==> src/logic/phy_mode_pkg.sv <==
package phy_mode_pkg;

    // ------------------------------------------------------------
    // register map
    // ------------------------------------------------------------
    localparam logic [7:0] PHY_MODE_CONTROL_ADDR = 8'h0c;
    localparam logic [7:0] PHY_MODE_CONTROL_RST  = 8'h24;
    localparam logic [7:0] READ_UNMAPPED_VAL     = 8'h00;

    // ------------------------------------------------------------
    // field positions of phy_mode_control
    // ------------------------------------------------------------
    localparam int SCRAM_EN_BIT   = 5;
    localparam int RC_SHAPE_BIT   = 4;
    localparam int MOD_SEL_BIT    = 3;
    localparam int CHIP_RATE_BIT  = 2;
    localparam int RATE_SEL_MSB   = 1;
    localparam int RATE_SEL_LSB   = 0;
    localparam int MODE_FIELD_MSB = 5;

    // ------------------------------------------------------------
    // payload rate select codes
    // ------------------------------------------------------------
    localparam logic [1:0] RATE_SEL_BASE  = 2'h0;
    localparam logic [1:0] RATE_SEL_X2    = 2'h1;
    localparam logic [1:0] RATE_SEL_X4    = 2'h2;
    localparam logic [1:0] RATE_SEL_RSVD  = 2'h3;

    // ------------------------------------------------------------
    // chip rates in kchip/s, data rates in kbit/s
    // ------------------------------------------------------------
    localparam logic [9:0] KCHIP_BPSK_LO  = 10'h12c; // 300
    localparam logic [9:0] KCHIP_BPSK_HI  = 10'h258; // 600
    localparam logic [9:0] KCHIP_OQPSK_LO = 10'h190; // 400
    localparam logic [9:0] KCHIP_OQPSK_HI = 10'h3e8; // 1000
    localparam logic [9:0] KBIT_BPSK_LO   = 10'h014; // 20
    localparam logic [9:0] KBIT_BPSK_HI   = 10'h028; // 40
    localparam logic [9:0] KBIT_OQ_LO_X1  = 10'h064; // 100
    localparam logic [9:0] KBIT_OQ_LO_X2  = 10'h0c8; // 200
    localparam logic [9:0] KBIT_OQ_LO_X4  = 10'h190; // 400
    localparam logic [9:0] KBIT_OQ_HI_X1  = 10'h0fa; // 250
    localparam logic [9:0] KBIT_OQ_HI_X2  = 10'h1f4; // 500
    localparam logic [9:0] KBIT_OQ_HI_X4  = 10'h3e8; // 1000
    localparam logic [9:0] KBIT_NONE      = 10'h000;

    // ------------------------------------------------------------
    // decoded mode types
    // ------------------------------------------------------------
    typedef enum logic {
        MOD_BPSK,
        MOD_OQPSK
    } modulation_t;

    typedef enum logic [1:0] {
        SHAPE_RC_1_0,
        SHAPE_HALF_SINE,
        SHAPE_RC_0_8,
        SHAPE_SIN_RC_0_2
    } shaping_t;

    typedef struct packed {
        modulation_t modulation;
        shaping_t    tx_shaping;
        logic [9:0]  chip_kchip;
        logic [9:0]  header_kbit;
        logic [9:0]  psdu_kbit;
        logic        rate_reserved;
        logic        scrambler_on;
    } phy_mode_t;

    localparam phy_mode_t PHY_MODE_RST = '{
        modulation:    MOD_BPSK,
        tx_shaping:    SHAPE_RC_1_0,
        chip_kchip:    KCHIP_BPSK_HI,
        header_kbit:   KBIT_BPSK_HI,
        psdu_kbit:     KBIT_BPSK_HI,
        rate_reserved: 1'b0,
        scrambler_on:  1'b0
    };

endpackage

==> src/logic/phy_mode_if.sv <==
interface phy_mode_if;
    import phy_mode_pkg::*;

    logic [7:0] cfg;
    phy_mode_t  mode;

    modport owner   (output cfg, input mode);
    modport decoder (input cfg, output mode);
endinterface

==> src/logic/phy_mode_config_decoder.sv <==
// Operation
// - scramble chips only if enable set, o-qpsk, and payload rate code 2
// - receiver decodes with scrambler, modulation, chip rate and payload rate
// - shaping select used only at high chip rate o-qpsk: half-sine or rc-0.8
// - receive path never looks at the shaping select field
// - modulation select 0 gives bpsk, 1 gives o-qpsk, for tx and rx
// - high chip rate: 1000 kchip/s o-qpsk, 600 kchip/s bpsk at 40 kbit/s
// - low chip rate: 400 kchip/s o-qpsk, 300 kchip/s bpsk at 20 kbit/s
// - low chip rate o-qpsk always sends half-sine plus rc-0.2 shaping
// - o-qpsk payload rate code sets psdu rate 1x, 2x, 4x; code 3 reserved; bpsk ignores it
// - top two register bits play no part in mode selection
module phy_mode_config_decoder
    import phy_mode_pkg::*;
(
    input  wire logic        ref_clk_i,
    input  wire logic        rst_b_i,
    input  wire logic        clk_en_i,
    input  wire logic [7:0]  reg_addr_i,
    input  wire logic        reg_wr_i,
    input  wire logic [7:0]  reg_wdata_i,
    input  wire logic        reg_rd_i,
    input  wire logic        transceiver_off_state_i,
    output logic [7:0]       reg_rdata_o,
    output logic [7:0]       phy_mode_control_o,
    output modulation_t      tx_modulation_o,
    output modulation_t      rx_modulation_o,
    output shaping_t         tx_shaping_o,
    output logic [9:0]       chip_rate_kchip_o,
    output logic             rx_chip_rate_hi_o,
    output logic [9:0]       header_rate_kbit_o,
    output logic [9:0]       psdu_rate_kbit_o,
    output logic [1:0]       rx_payload_rate_sel_o,
    output logic             rate_reserved_o,
    output logic             tx_scrambler_on_o,
    output logic             rx_scrambler_on_o,
    output logic             cfg_write_active_o
);

    // ------------------------------------------------------------
    // state
    // ------------------------------------------------------------
    typedef struct packed {
        logic [7:0] cfg;
        logic [7:0] rdata;
        phy_mode_t  mode;
        logic       write_active;
    } state_t;

    localparam state_t STATE_RST = '{
        cfg:          PHY_MODE_CONTROL_RST,
        rdata:        READ_UNMAPPED_VAL,
        mode:         PHY_MODE_RST,
        write_active: 1'b0
    };

    state_t     state_r;
    state_t     state_nxt;
    logic       hit;
    logic [7:0] cfg_next;

    phy_mode_if mode_bus ();

    // ------------------------------------------------------------
    // decode of the register value that is about to be stored
    // ------------------------------------------------------------
    phy_mode_decode u_decode (
        .dec (mode_bus.decoder)
    );

    assign hit          = (reg_addr_i == PHY_MODE_CONTROL_ADDR);
    assign cfg_next     = (reg_wr_i && hit) ? reg_wdata_i : state_r.cfg;
    assign mode_bus.cfg = cfg_next;

    // ------------------------------------------------------------
    // next state
    // ------------------------------------------------------------
    always_comb begin
        state_nxt = state_r;
        // all eight bits are read/write; the top two are stored only
        state_nxt.cfg  = cfg_next;
        // decoded settings land on the same edge as the write
        state_nxt.mode = mode_bus.mode;
        // mode change while the transceiver is not off is flagged;
        // software owns that ordering, the write still takes effect
        if (reg_wr_i && hit) begin
            state_nxt.write_active = !transceiver_off_state_i;
        end
        // registered read: unmapped addresses return zero
        if (reg_rd_i) begin
            state_nxt.rdata = hit ? state_r.cfg : READ_UNMAPPED_VAL;
        end
    end

    // ------------------------------------------------------------
    // state register, frozen while the clock enable is low
    // ------------------------------------------------------------
    always_ff @(posedge ref_clk_i or negedge rst_b_i) begin
        if (!rst_b_i) begin
            state_r <= STATE_RST;
        end else if (clk_en_i) begin
            state_r <= state_nxt;
        end
    end

    // ------------------------------------------------------------
    // transmit side outputs
    // ------------------------------------------------------------
    assign reg_rdata_o        = state_r.rdata;
    assign phy_mode_control_o = state_r.cfg;
    assign tx_modulation_o    = state_r.mode.modulation;
    assign tx_shaping_o       = state_r.mode.tx_shaping;
    assign chip_rate_kchip_o  = state_r.mode.chip_kchip;
    assign header_rate_kbit_o = state_r.mode.header_kbit;
    assign psdu_rate_kbit_o   = state_r.mode.psdu_kbit;
    assign rate_reserved_o    = state_r.mode.rate_reserved;
    assign tx_scrambler_on_o  = state_r.mode.scrambler_on;
    assign cfg_write_active_o = state_r.write_active;

    // ------------------------------------------------------------
    // receive side outputs: same four settings, no shaping
    // ------------------------------------------------------------
    assign rx_modulation_o       = state_r.mode.modulation;
    assign rx_chip_rate_hi_o     = state_r.cfg[CHIP_RATE_BIT];
    assign rx_payload_rate_sel_o =
        state_r.cfg[RATE_SEL_MSB:RATE_SEL_LSB];
    assign rx_scrambler_on_o     = state_r.mode.scrambler_on;

endmodule

==> src/logic/phy_mode_decode.sv <==
module phy_mode_decode
    import phy_mode_pkg::*;
(
    phy_mode_if.decoder dec
);

    logic       oqpsk;
    logic       chip_hi;
    logic [1:0] rate_sel;

    // only the low mode field takes part in the decode
    assign oqpsk    = dec.cfg[MOD_SEL_BIT];
    assign chip_hi  = dec.cfg[CHIP_RATE_BIT];
    assign rate_sel = dec.cfg[RATE_SEL_MSB:RATE_SEL_LSB];

    // ------------------------------------------------------------
    // mode table
    // ------------------------------------------------------------
    always_comb begin
        dec.mode               = PHY_MODE_RST;
        dec.mode.rate_reserved = 1'b0;
        if (!oqpsk) begin
            dec.mode.modulation = MOD_BPSK;
            dec.mode.tx_shaping = SHAPE_RC_1_0;
            dec.mode.chip_kchip = chip_hi ? KCHIP_BPSK_HI
                                          : KCHIP_BPSK_LO;
            dec.mode.header_kbit = chip_hi ? KBIT_BPSK_HI
                                           : KBIT_BPSK_LO;
            dec.mode.psdu_kbit  = dec.mode.header_kbit;
        end else begin
            dec.mode.modulation = MOD_OQPSK;
            dec.mode.chip_kchip = chip_hi ? KCHIP_OQPSK_HI
                                          : KCHIP_OQPSK_LO;
            dec.mode.header_kbit = chip_hi ? KBIT_OQ_HI_X1
                                           : KBIT_OQ_LO_X1;
            // shaping select only counts at the high chip rate
            if (!chip_hi) begin
                dec.mode.tx_shaping = SHAPE_SIN_RC_0_2;
            end else if (dec.cfg[RC_SHAPE_BIT]) begin
                dec.mode.tx_shaping = SHAPE_RC_0_8;
            end else begin
                dec.mode.tx_shaping = SHAPE_HALF_SINE;
            end
            // payload rate applies to the psdu only
            unique case (rate_sel)
                RATE_SEL_BASE: begin
                    dec.mode.psdu_kbit = chip_hi ? KBIT_OQ_HI_X1
                                                 : KBIT_OQ_LO_X1;
                end
                RATE_SEL_X2: begin
                    dec.mode.psdu_kbit = chip_hi ? KBIT_OQ_HI_X2
                                                 : KBIT_OQ_LO_X2;
                end
                RATE_SEL_X4: begin
                    dec.mode.psdu_kbit = chip_hi ? KBIT_OQ_HI_X4
                                                 : KBIT_OQ_LO_X4;
                end
                RATE_SEL_RSVD: begin
                    dec.mode.psdu_kbit     = KBIT_NONE;
                    dec.mode.rate_reserved = 1'b1;
                end
            endcase
        end
        // scrambling only for o-qpsk at the four-fold rate
        dec.mode.scrambler_on = dec.cfg[SCRAM_EN_BIT] && oqpsk
                                && (rate_sel == RATE_SEL_X4);
    end

endmodule

==> config.mk <==
export PLATFORM = sky130hd
export DESIGN_NAME = phy_mode_config_decoder
export DESIGN_NICKNAME = d
export VERILOG_FILES = /design/src/logic/phy_mode_pkg.sv /design/src/logic/phy_mode_if.sv /design/src/logic/phy_mode_config_decoder.sv /design/src/logic/phy_mode_decode.sv
export SDC_FILE = /design/constraint.sdc
export NUM_CORES = 1
export LEC_CHECK = 0
export BUFFER_PORTS_ARGS = -buffer_cell sky130_fd_sc_hd__buf_4
export CORE_MARGIN = 2
export CORE_UTILIZATION = 52
export CTS_CLUSTER_SIZE = 28
export DETAILED_ROUTE_END_ITERATION = 12
export GPL_TIMING_DRIVEN = 0
export PLACE_DENSITY = 0.87
export SLEW_MARGIN = 15
export SYNTH_ARGS = -nofsm -noshare
export SYNTH_HDL_FRONTEND = slang
export SYNTH_SLANG_ARGS = --single-unit
==> constraint.sdc <==
create_clock -name ref_clk_i -period 4.2 [get_ports ref_clk_i]
set_input_delay 0.42 -clock ref_clk_i [delete_from_list [all_inputs] [get_ports ref_clk_i]]
set_output_delay 0.42 -clock ref_clk_i [all_outputs]
set_load 0.05 [all_outputs]
==> impl_metrics.env <==
export IMPL_status="completed"
export IMPL_worstSetupStartpointType="input pin"
export IMPL_finClkSkew_ns=0.00410
export IMPL_wl_per_cell_um=13.9
export IMPL_ios=79
export IMPL_worst_ep_required_time_ns=4.34
export IMPL_clkTransAtPathRegs_ns=0.07
export IMPL_drt_iter0_markers=81
export IMPL_postCtsSetupBuffers=0
export IMPL_yosysWarnings=0
export IMPL_gr_total_overflow=0
export IMPL_min_period_ns=2.26
export IMPL_avgSynthCellArea_sq_um=11.2
export IMPL_arrival_ns=2.40
export IMPL_timing_rr_end="psdu_rate_kbit_o[4]$_DFFE_PN0P_"
export IMPL_synth_seq_cells=38
export IMPL_vdd_drop_max_mv=0.327
export IMPL_fin_total_pwr_w=0.00116
export IMPL_synthCells=173
export IMPL_via_per_inst=5.09
export IMPL_fill_cells=279
export IMPL_ctsHoldBuffers=0
export IMPL_multi_input_area_sq_um=782
export IMPL_worstHoldPathType="in2async"
export IMPL_synth_area_leaders="dfrtp_1 40%, dfstp_2 9.5%, buf_4 7.3%"
export IMPL_io_buffers=71
export IMPL_seqCellArea_sq_um=960
export IMPL_ys_types=42
export IMPL_netlist_area_sq_um=1940
export IMPL_tightest_slew_ns=0.560
export IMPL_startpoint="reg_addr_i[5]"
export IMPL_worstSetupPathType="in2reg"
export IMPL_path_max_fanout=10
export IMPL_dr_total_vias=1553
export IMPL_grt_pass1_wl_mm=6.76
export IMPL_power_switching_w=0.000464
export IMPL_synth_area_leader_cell="dfrtp_1"
export IMPL_grt_pass1_vias=1457
export IMPL_globalplace_congestion=0.802
export IMPL_grt_usage_pct=21.0
export IMPL_htreeDepth=2
export IMPL_die_y_um=65.1
export IMPL_async_flop_share_pct=100
export IMPL_synth_edf_count=0
export IMPL_detail_route_antenna_nets=0
export IMPL_period_share_pct=53.9
export IMPL_rows=22
export IMPL_cts_root_buffer="clkbuf_8"
export IMPL_cts_resized=0
export IMPL_area_growth_pct=36.1
export IMPL_hold_violations=0
export IMPL_grt_max_degree=39
export IMPL_fp_dieArea_sq_um=4240
export IMPL_dp_cells=297
export IMPL_reg2reg_depth=7
export IMPL_r2r_slack_ns=2.37
export IMPL_cts_buffers=5
export IMPL_critPathCaptureType="flop"
export IMPL_yosysTopAreaCellShare_pct=39.9
export IMPL_intPower_w=0.000700
export IMPL_slew_headroom_pct=62.5
export IMPL_place_area_sq_um=2550
export IMPL_max_freq_ghz=0.442
export IMPL_stdcell_area_sq_um=2650
export IMPL_cts_sinks=38
export IMPL_power_density_nw_per_um2=440
export IMPL_drive_gt1_share_pct=47.1
export IMPL_die_width_um=65.1
export IMPL_clk_path_buf_depth=2
export IMPL_initial_core_util_pct=53.5
export IMPL_drcViolationCount=0
export IMPL_rsz0062_at_grt="false"
export IMPL_cellLeakagePower_nw=1.37
export IMPL_setup_tns_ns=0
export IMPL_maxSlewViolCount=0
export IMPL_setup_viol=0
export IMPL_synth_most_common_cell="dfrtp_1"
export IMPL_worst_r2r_startpoint="phy_mode_control_o[1]$_DFFE_PN0P_"
export IMPL_clkPwrFrac_pct=21.2
export IMPL_synthTopCellsByCount="31 x dfrtp_1, 19 x buf_4, 16 x nand2_1, 9 x ha_1, 9 x mux2_2"
export IMPL_antenna_found_initial=0
export IMPL_combPwrFrac_pct=40.5
export IMPL_clkLatencyLatePin_ns=0.28
export IMPL_pre_cts_slack_ns=1.64
export IMPL_final_nets=287
export IMPL_drv_cap=0
export IMPL_core_area_sq_um=3630
export IMPL_insertedDiodeCount=0
export IMPL_cts_tree="yes"
export IMPL_netSwitchingFraction_pct=39.9
export IMPL_drt_total_wl_mm=4.23
export IMPL_pwr_share_seq_pct=38.4
export IMPL_dp_hpwl_mm=3.13
export IMPL_postLayoutSetupSlackWorst_ns=1.94
export IMPL_stdcell_count=305
export IMPL_synth_top_flop_cell="dfrtp_1"
export IMPL_synth_yosys_seq_area_share_pct=49.4
export IMPL_drt_first_pass_iters=4
==> stage by stage <==
stage,hold WS [ns],utilization [%]
after floorplan,0.124,-
final,0.0921,72.8
after detailed placement,0.410,70.3
after CTS,0.103,72.8
after global routing,0.117,72.8
after global placement,0.406,70.3
==> critical path, cell delays in order <==
cell and delay (ns):
buf_4 0.12, nor4_4 0.30, nand3_1 0.13, buf_6 0.18
mux2_2 0.30, inv_1 0.08, ha_1 0.14, buf_1 0.32
nor2b_1 0.11, o211ai_1 0.17, o221ai_1 0.13
==> sequential cells by signal, summed over array words and instances (netlist names) <==
name,count
chip_rate_kchip_o,5
tx_shaping_o,2
reg_rdata_o,8
psdu_rate_kbit_o,9
rx_scrambler_on_o,1
header_rate_kbit_o,3
rate_reserved_o,1
cfg_write_active_o,1
phy_mode_control_o,8
==> worst max-delay path by stage <==
stage,end,slack [ns],cells after the start
after floorplan,psdu_rate_kbit_o[4]$_DFFE_PN0P_,1.96,10
after global placement,psdu_rate_kbit_o[4]$_DFFE_PN0P_,1.68,11
after detailed placement,psdu_rate_kbit_o[4]$_DFFE_PN0P_,1.64,11
after CTS,psdu_rate_kbit_o[4]$_DFFE_PN0P_,1.92,11
after global routing,psdu_rate_kbit_o[4]$_DFFE_PN0P_,1.71,11
final,psdu_rate_kbit_o[4]$_DFFE_PN0P_,1.94,11
==> kinds of logic after synthesis <==
group	share of synthesized area (%)
AO/OA/AOI/OAI	14.5
flip-flops	49.4
buffers and inverters	11.3
AND/OR/NAND/NOR	9.08
multiplexers	9.72
adder cells (fa/ha/maj)	5.80
other	0.193
==> power by group through the flow <==
stage / logic, W / clock network, W / registers, W
after floorplan: 0.000196 / 0 / 0.000586
after global placement: 0.000465 / 0 / 0.000451
after detailed placement: 0.000472 / 0 / 0.000453
after CTS: 0.000474 / 0.000254 / 0.000447
after global routing: 0.000495 / 0.000273 / 0.000452
final: 0.000471 / 0.000246 / 0.000446
==> layer usage <==
metal	wire, um	track usage (%)	part of all wire [%]
met1	1720	26.1	41
met4	69	9.38	1.6
met5	0	0	0
met3	231	3.77	5.5
met2	2210	36.1	52
==> area by class of cell <==
type	instances	share of cell area (%)
buffer	25	6.58
clock buffer	8	3.41
inverter	11	1.75
multi-input combinational	104	29.6
sequential	38	36.3
tap	48	2.27
timing repair buffer	71	20.2
==> cells in the final DEF (no fill, tap or decap), types with 2 or more instances in the layout <==
cell and count:
nand2_1 16, mux2_2 9, ha_1 9, nor2_1 8, dfrtp_1 31, mux2i_1 5, nor2b_1 2, clkbuf_8 6
a22o_1 8, nand3_1 3, buf_1 2, o2bb2ai_1 6, a21oi_1 5, o21ai_0 7, inv_1 8, buf_4 90
conb_1 6, dfstp_2 7, clkbuf_1 4, o211ai_1 2
(Power assumes the default switching activity.)
